`src/inc/lpt_pkg.sv`:
```
package lpt_pkg;

	// ------------------------------------------------------------
	// register map (byte addresses)
	// ------------------------------------------------------------
	localparam logic [7:0] ADDR_CTRL = 8'h00;
	localparam logic [7:0] ADDR_PRESC = 8'h04;
	localparam logic [7:0] ADDR_CMP = 8'h08;
	localparam logic [7:0] ADDR_CNT = 8'h0c;

	// ------------------------------------------------------------
	// control_status_reg fields
	// ------------------------------------------------------------
	localparam int CTRL_EN = 0;
	localparam int CTRL_PULSE_MODE = 1;
	localparam int CTRL_FREE_RUN = 2;
	localparam int CTRL_ACT_LOW = 3;
	localparam int CTRL_SRC_LO = 4;
	localparam int CTRL_IRQ_EN = 6;
	localparam int CTRL_FLAG = 7;

	// ------------------------------------------------------------
	// prescale_config_reg fields
	// ------------------------------------------------------------
	localparam int PRESC_CLK_LO = 0;
	localparam int PRESC_BYPASS = 2;
	localparam int PRESC_VAL_LO = 3;

	// ------------------------------------------------------------
	// reset values and timing
	// ------------------------------------------------------------
	localparam logic [31:0] RESET_WORD = 32'h0000_0000;
	// extra prescaler edges spent synchronising the first enable, minus one
	localparam logic [0:0] SYNC_EXTRA_M1 = 1'h1;

	typedef enum logic [1:0] {
		PH_OFF = 2'b00,
		PH_SYNC = 2'b01,
		PH_RUN = 2'b11
	} lpt_phase_type;

endpackage

```
`src/design/lpt_timer.sv`:
```
// Implementation choice: the plain strobed port.
module lpt_timer #(
	parameter int CNT_W = 16
) (
	input wire logic i_ref_clk,
	input wire logic i_reset,
	input wire logic [7:0] i_addr,
	input wire logic [31:0] i_wr_data,
	input wire logic i_wr,
	input wire logic i_rd,
	input wire logic [3:0] i_presc_clk,
	input wire logic [3:0] i_pulse_src,
	output logic [31:0] o_rd_data,
	output logic o_irq,
	output logic o_hw_trigger
);

	// ------------------------------------------------------------
	// parameter check
	// ------------------------------------------------------------
	if (CNT_W < 1 || CNT_W > 16) begin : g_bad_width
		$error("CNT_W must lie between 1 and 16");
	end

	// ------------------------------------------------------------
	// state
	// ------------------------------------------------------------
	typedef struct packed {
		logic en;
		logic pulse_mode;
		logic free_run;
		logic act_low;
		logic [1:0] src_sel;
		logic irq_en;
		logic flag;
		logic [1:0] clk_sel;
		logic bypass;
		logic [3:0] presc;
		logic [CNT_W-1:0] cmp;
		logic [CNT_W-1:0] cnt;
		logic [CNT_W-1:0] hold;
		lpt_pkg::lpt_phase_type phase;
		logic sync_left;
		logic [15:0] pcnt;
		logic filt;
		logic clk_prev;
		logic src_prev;
		logic trig;
		logic irq;
		logic [31:0] rdata;
	} lpt_state_type;

	lpt_state_type s_q;
	lpt_state_type s_d;

	// mask of 2^(n+1)-1; wraps correctly at n=15
	function automatic logic [15:0] lpt_mask(input logic [3:0] n);
		lpt_mask = 16'((17'h0_0002 << n) - 17'h0_0001);
	endfunction

	// ------------------------------------------------------------
	// edge detection and increment sources
	// ------------------------------------------------------------
	logic clk_now;
	logic tick;
	logic src_now;
	logic [15:0] div_m1;
	logic [15:0] filt_m1;
	logic filt_hit;
	logic inc;
	logic match;

	assign clk_now = i_presc_clk[s_q.clk_sel];
	assign tick = clk_now & ~s_q.clk_prev;
	// asserted level is 1 whatever the source polarity
	assign src_now = i_pulse_src[s_q.src_sel] ^ s_q.act_low;
	assign div_m1 = lpt_mask(s_q.presc);
	assign filt_m1 = div_m1 >> 1;
	// input held at new level long enough
	assign filt_hit = (src_now != s_q.filt) && (s_q.pcnt == filt_m1);
	assign match = (s_q.cnt == s_q.cmp);

	always_comb begin
		inc = 1'b0;
		if (s_q.en) begin
			if (s_q.pulse_mode && s_q.bypass) begin
				inc = src_now & ~s_q.src_prev;
			end else if (s_q.phase == lpt_pkg::PH_RUN && tick) begin
				if (s_q.pulse_mode) begin
					inc = filt_hit & src_now;
				end else if (s_q.bypass) begin
					inc = 1'b1;
				end else begin
					inc = (s_q.pcnt == div_m1);
				end
			end
		end
	end

	// ------------------------------------------------------------
	// next state
	// ------------------------------------------------------------
	always_comb begin
		s_d = s_q;
		s_d.rdata = lpt_pkg::RESET_WORD;
		s_d.clk_prev = clk_now;

		// prescaler / filter sequencing
		unique case (s_q.phase)
			lpt_pkg::PH_OFF: begin
				if (s_q.en) begin
					s_d.phase = lpt_pkg::PH_SYNC;
					s_d.sync_left = lpt_pkg::SYNC_EXTRA_M1;
				end
			end
			lpt_pkg::PH_SYNC: begin
				if (tick) begin
					if (s_q.sync_left == 1'b0) begin
						s_d.phase = lpt_pkg::PH_RUN;
					end else begin
						s_d.sync_left = 1'b0;
					end
				end
			end
			lpt_pkg::PH_RUN: begin
				if (tick && !s_q.bypass) begin
					if (s_q.pulse_mode) begin
						if (src_now == s_q.filt) begin
							s_d.pcnt = 16'h0000;
						end else if (filt_hit) begin
							s_d.filt = src_now;
							s_d.pcnt = 16'h0000;
						end else begin
							s_d.pcnt = s_q.pcnt + 16'h0001;
						end
					end else if (s_q.pcnt == div_m1) begin
						s_d.pcnt = 16'h0000;
					end else begin
						s_d.pcnt = s_q.pcnt + 16'h0001;
					end
				end
			end
			default: begin
				s_d.phase = lpt_pkg::PH_OFF;
			end
		endcase

		if (s_q.en) begin
			s_d.src_prev = src_now;
		end

		// counter and compare
		if (inc) begin
			if (match) begin
				s_d.flag = 1'b1;
				// trigger stays up while every step matches
				s_d.trig = 1'b1;
				s_d.cnt = s_q.free_run ? s_q.cnt + 1'b1 : '0;
			end else begin
				s_d.trig = 1'b0;
				s_d.cnt = s_q.cnt + 1'b1;
			end
		end

		// register writes; a flag set in this cycle beats the clear
		if (i_wr) begin
			unique case (i_addr)
				lpt_pkg::ADDR_CTRL: begin
					s_d.en = i_wr_data[lpt_pkg::CTRL_EN];
					s_d.pulse_mode = i_wr_data[lpt_pkg::CTRL_PULSE_MODE];
					s_d.free_run = i_wr_data[lpt_pkg::CTRL_FREE_RUN];
					s_d.act_low = i_wr_data[lpt_pkg::CTRL_ACT_LOW];
					s_d.src_sel = i_wr_data[lpt_pkg::CTRL_SRC_LO +: 2];
					s_d.irq_en = i_wr_data[lpt_pkg::CTRL_IRQ_EN];
					if (i_wr_data[lpt_pkg::CTRL_FLAG] && !(inc && match)) begin
						s_d.flag = 1'b0;
					end
				end
				lpt_pkg::ADDR_PRESC: begin
					s_d.clk_sel = i_wr_data[lpt_pkg::PRESC_CLK_LO +: 2];
					s_d.bypass = i_wr_data[lpt_pkg::PRESC_BYPASS];
					s_d.presc = i_wr_data[lpt_pkg::PRESC_VAL_LO +: 4];
				end
				lpt_pkg::ADDR_CMP: begin
					// only the low bits are stored
					s_d.cmp = i_wr_data[CNT_W-1:0];
				end
				lpt_pkg::ADDR_CNT: begin
					s_d.hold = s_q.cnt;
				end
				default: begin
				end
			endcase
		end

		// disable clears count, flag and trigger
		if (!s_d.en) begin
			s_d.phase = lpt_pkg::PH_OFF;
			s_d.cnt = '0;
			s_d.flag = 1'b0;
			s_d.trig = 1'b0;
			s_d.pcnt = 16'h0000;
			s_d.sync_left = 1'b0;
			s_d.filt = 1'b1;
			// a source already high gives no edge
			s_d.src_prev = 1'b1;
		end

		s_d.irq = s_d.flag & s_d.irq_en;

		if (i_rd) begin
			unique case (i_addr)
				lpt_pkg::ADDR_CTRL: begin
					s_d.rdata[lpt_pkg::CTRL_EN] = s_q.en;
					s_d.rdata[lpt_pkg::CTRL_PULSE_MODE] = s_q.pulse_mode;
					s_d.rdata[lpt_pkg::CTRL_FREE_RUN] = s_q.free_run;
					s_d.rdata[lpt_pkg::CTRL_ACT_LOW] = s_q.act_low;
					s_d.rdata[lpt_pkg::CTRL_SRC_LO +: 2] = s_q.src_sel;
					s_d.rdata[lpt_pkg::CTRL_IRQ_EN] = s_q.irq_en;
					s_d.rdata[lpt_pkg::CTRL_FLAG] = s_q.flag;
				end
				lpt_pkg::ADDR_PRESC: begin
					s_d.rdata[lpt_pkg::PRESC_CLK_LO +: 2] = s_q.clk_sel;
					s_d.rdata[lpt_pkg::PRESC_BYPASS] = s_q.bypass;
					s_d.rdata[lpt_pkg::PRESC_VAL_LO +: 4] = s_q.presc;
				end
				lpt_pkg::ADDR_CMP: begin
					s_d.rdata[CNT_W-1:0] = s_q.cmp;
				end
				lpt_pkg::ADDR_CNT: begin
					s_d.rdata[CNT_W-1:0] = s_q.hold;
				end
				default: begin
				end
			endcase
		end
	end

	// ------------------------------------------------------------
	// registers
	// ------------------------------------------------------------
	// the only reset is the power-on / low-voltage one
	always_ff @(posedge i_ref_clk or posedge i_reset) begin
		if (i_reset) begin
			s_q <= '0;
			s_q.filt <= 1'b1;
			s_q.src_prev <= 1'b1;
		end else begin
			s_q <= s_d;
		end
	end

	assign o_rd_data = s_q.rdata;
	assign o_irq = s_q.irq;
	assign o_hw_trigger = s_q.trig;
endmodule

```
`config.mk`:
```
export PLATFORM = sky130hd
export DESIGN_NAME = lpt_timer
export DESIGN_NICKNAME = d
export VERILOG_FILES = /design/src/inc/lpt_pkg.sv /design/src/design/lpt_timer.sv
export SDC_FILE = /design/constraint.sdc
export NUM_CORES = 1
export LEC_CHECK = 0
export BUFFER_PORTS_ARGS = -buffer_cell sky130_fd_sc_hd__buf_2
export CORE_AREA = 3 3 120 122
export DETAILED_ROUTE_END_ITERATION = 8
export DIE_AREA = 0 0 123 125
export PLACE_DENSITY = 0.69
export SLEW_MARGIN = 30
export SYNTH_ARGS = -nofsm -noshare
export SYNTH_HDL_FRONTEND = slang
export SYNTH_SLANG_ARGS = --single-unit
```
`constraint.sdc`:
```
create_clock -name i_ref_clk -period 11.68 [get_ports i_ref_clk]
set_input_delay 1.752 -clock i_ref_clk [delete_from_list [all_inputs] [get_ports i_ref_clk]]
set_output_delay 1.752 -clock i_ref_clk [all_outputs]
set_load 0.02 [all_outputs]
```
Word level (Yosys, flattened, before mapping)

Index checks and enable logic that the tools add are counted.

Output and inout bits: 34
Bits in registers: 103
Word-level logic and storage cells: 119

Shift operators: 1
$add $sub $neg: 3
Bitwise logic cells: 7
Reduce and logical (&&, ||, !) cells: 18
Eq/ne operators: 22
Magnitude comparators: 2
Multiplexer cells: 44

Operators by type and width:

| operator                | number |
|---|---|
| $mux W16                | 10 |
| $mux W17                | 2 |
| $add A16 B1 Y16 const B | 2 |
| $eq A16 B16 Y1          | 2 |
| $mux W31                | 1 |
| $pmux W7 S4             | 1 |
| $mux W20                | 1 |
| $mux W1                 | 17 |
| $eq A16 B15 Y1          | 1 |
| $eq A8 B4 Y1 const B    | 2 |
| $pmux W8 S2             | 1 |
| $shl A2 B4 Y16 const A  | 1 |
| $sub A16 B1 Y16 const B | 1 |
| $reduce_and A2 Y1       | 5 |
| $ne A3 B3 Y1 const B    | 3 |
| $eq A8 B3 Y1 const B    | 1 |
| $logic_not A8 Y1        | 1 |
| $mux W8                 | 1 |
| $ne A2 B1 Y1 const B    | 4 |
| $ne A2 B2 Y1 const B    | 4 |
| $mux W7                 | 1 |
| $logic_and A1 B1 Y1     | 6 |
| $lt A2 B3 Y1 const B    | 2 |
| $mux W3                 | 2 |
| 18 further kinds        | 25 |

Longest topological paths before layout

Depth in word-level cells: 18
Gate-level depth with buffers: 20
Mapped depth without buffers: 11

Least setup slack after synthesis

No wires, ideal clock.

Path type: input to register
From: input i_addr[1]
To: register s_q[44] (netlist name)
Stages: 10
Setup slack: 7.568 ns
Data arrival time: 3.991 ns
Cells stage by stage: nor4_1 -> nand3_1 -> or3_1 -> clkbuf_1 -> mux2i_1 -> clkinv_1 -> o21ai_1 -> clkbuf_1 -> nand2_1 -> o22a_1

RTL lines:

| item        | RTL line        | RTL |
|---|---|---|
| from (decl) | lpt_timer.sv:7  | `input wire logic [7:0] i_addr,` |
| to (decl)   | lpt_timer.sv:53 | `lpt_state_type s_q;` |

==> metrics.md <==
| Metric | Value |
|---|---|
| Total GRT Usage | roughly a fifth |
| Boundary Pins | 86 |
| Top_reg_cell synth | dfrtp_1 |
| Crit. End Element | register |
| Drc violations | 0 |
| Slew Limit Fails | 0 |
| R2R setup slack | around 7000 ps |
| Buffers on Ports | 53 |
| Vias | 5,227 |
| Post-synthesis register bit count | just over 100 |
| Most common cell after layout, fill and taps aside | dfrtp_1 |
| Die area | about 0.015 mm^2 |
| Cts hold-fix bufs | 0 |
| Slowest-stage cell, CP | nand2_1 |
| Area of the core | 0.0133 mm^2 |
| Die Y | around 130 um |
| Initial drt markers | 439 |
| Worst EP arrival | a little over 5000 ps |
| Fmax | approximately 200 MHz |
| Register area share after synthesis | between 30% and 40% |
| Starting Density | 50.2% |
| TritonCTS Buffers | 9 |
| Final setup TNS | 0 ps |
| Postcts setup bufs | 0 |
| First drt pass iteration count | 5 |
| Period Utilization, post-route | about two fifths |
| Synth area leader | dfrtp_1 |
| HPWL after detailed placement | around 11,000 um |
| Worst Path Required | 11,910 ps |
| Final setup fails | 0 |
| Most frequent cells in the layout | 101 x dfrtp_1, 53 x nand2_1, 53 x buf_2 |
| PwrDens | 115 mW/mm^2 |
| Number of flops mapped to enable cells by yosys | 0 |
| Worst-path clk slew | 70 ps |
| Status | finished clean |
| Crit-path cells | buf_2, nor4_1, nand3_1, or3_1, mux2i_2, buf_4, clkinv_1, nand2_1, nor4_1, o31a_1 |
| Critical-path maximum fanout | 25 |
| Row cnt | 42 |
| Vias in the first global route | 4,975 |
| Resize count post-CTS | 0 |
| N_diodes | 0 |
| CTS Root Cell | clkbuf_16 |
| Post-synth top area share | 37.8% |
| Routed WL | approximately 16,000 um |
| Worst-Skew Late Latency | 350 ps |
| First-pass GRT wire length | approximately 26,000 um |
| Syn Area/Cell | 9.85 um^2 |
| Initial antenna violation count | 0 |
| Leakage | 3.33 nW |
| Most used cell, CP | nor4_1 |
| Layout overhead on the synthesized area | 6.54% |
| CTS Buffer Depth | 2 |
| RSZ-0062 raised after global routing | no |
| Critical path class | in -> reg |
| Slew margin rel. | 38.3% |
| Post-layout minimum cycle time | 4880 ps |
| WL/cell | ~19 um |
| Startpoint Class | input port |
| Antenna viol nets, final | 0 |
| Final global-route overflow total | 0 |
| Non-filler cells, final | roughly 860 |
| CTS tree | built |
| Final net count | 735 |
| Die Span X | 123 um |
| Fraction of layout cells with a size suffix above 1 | 22.0% |
| Hold Path Class | reg -> reg |
| Pin count of the biggest net entering global routing | 58 |
| Fin. Hold Viols | 0 |
| Crit-path max cell delay | 690 ps |
| Sink Count | 103 |
| Max Cap Violations | 0 |
| CTS H-Tree Depth | 3 |
| RePlAce Congestion | about 0.90 |
| Clock skew | 10.6 ps |
| Peak supply drop | roughly 0.000087 V |
| Synth area leaders | dfrtp_1 38%, mux2_2 7.1%, buf_4 4.0% |
| YS warnings | 0 |
| Post-Syn Area | 0.00668 mm^2 |
| Cells after Synth | 678 |
| Vias per cell | between 6 and 7 |
| Worst slew pin tran | 922 ps |
| Yosys cell types | slightly above 70 |
| Synth async-reset ratio | 100% |
| Placed cells | approximately 840 |
[final cells by class]
class | count | area [um^2]
Fill cell | 1189 | 6180
Timing Repair Buffer | 62 | 337
Clock inverter | 4 | 58.8
Clock buffer | 12 | 256
Sequential cell | 103 | 2580
Tap cell | 176 | 220
Inverter | 13 | 51.3
Multi-Input combinational cell | 491 | 3610
[state kept, by name (all words and copies together) (netlist names)]
register and cells:
o_hw_trigger 1, o_irq 1, o_rd_data 16, s_q 85
[report_power, final]
part | total, W | internal, W | switching, W
clock network | 0.000319 | 0.000181 | 0.000138
registers | 0.000368 | 0.000362 | 0.00000602
logic | 0.000134 | 0.0000560 | 0.0000776
[metal layers]
metal	GRT usage (%)	share of wire (%)
met1	28.5	42
met2	34.5	50
met3	4.70	5.6
met4	6.19	1.8
met5	0	0
[cell usage after synthesis (6+ instances only)]
master and number:
nor4_1 22, xor2_1 23, nand2b_1 9, o211ai_1 8
o32ai_1 8, xnor2_1 13, nand4_1 6, nand2_1 53
nor4b_1 12, mux4_2 9, mux2i_1 12, o31ai_1 17
nor2_1 46, o22a_1 10, o21ai_0 15, a22o_1 15
a21oi_1 13, or2_2 7, buf_2 19, nor3_1 15
buf_4 36, dfrtp_1 101, inv_1 11, clkbuf_1 24
nand3_1 17, or3_1 9, mux2_2 42, and3_1 11
nor2b_1 17
[kinds of logic (layout without fill, tap and decap cells)]
kind of cell | after synthesis | in the layout | share of synthesized area, %
DFF | 103 | 103 | 38.6
AOI/OAI and AO/OA | 127 | 127 | 14.7
adders and majority gates | 3 | 3 | 0.562
muxes | 64 | 64 | 12.1
and+or+nand+nor | 244 | 244 | 20.5
other | 1 | 16 | 0.0562
buffers and inverters | 99 | 91 | 8.30
xor gates and xnor gates | 37 | 37 | 5.08
[final timing paths]
check	endpoint	depth (start not counted)	startpoint
max	s_q[42]$_DFFE_PP0P_	10	i_addr[1]
min	o_hw_trigger$_DFFE_PP0P_	1	o_hw_trigger$_DFFE_PP0P_
max reg2reg	o_hw_trigger$_DFFE_PP0P_	13	s_q[107]$_DFFE_PP0P_
min reg2reg	o_hw_trigger$_DFFE_PP0P_	1	o_hw_trigger$_DFFE_PP0P_
max in group asynchronous	s_q[115]$_DFFE_PP0P_	3	i_reset
min in group asynchronous	o_rd_data[13]$_DFF_PP0_	2	i_reset
[worst max-delay path: cells and delay by family]
kind / cells / cell delay, ps
simple gates: 5 / 2090
buf+inv: 3 / 730
mux: 1 / 250
compound gates: 1 / 280
[metrics by stage]
stage / hold slack (ps) / instance area [um^2] / power (W) / utilization, % / setup slack [ps]
final: 496 / 7110 / 0.000821 / 53.5 / 6800
after global routing: 515 / 7110 / 0.000857 / 53.5 / 6580
after CTS: 505 / 7100 / 0.000827 / 53.4 / 6870
after detailed placement: 489 / 6780 / 0.000506 / 51.0 / 6510
after global placement: 478 / 6780 / 0.000502 / 51.0 / 6590
after floorplan: 470 / 6730 / 0.000480 / - / 7230
Note: power is estimated with default switching activity, not from simulation.
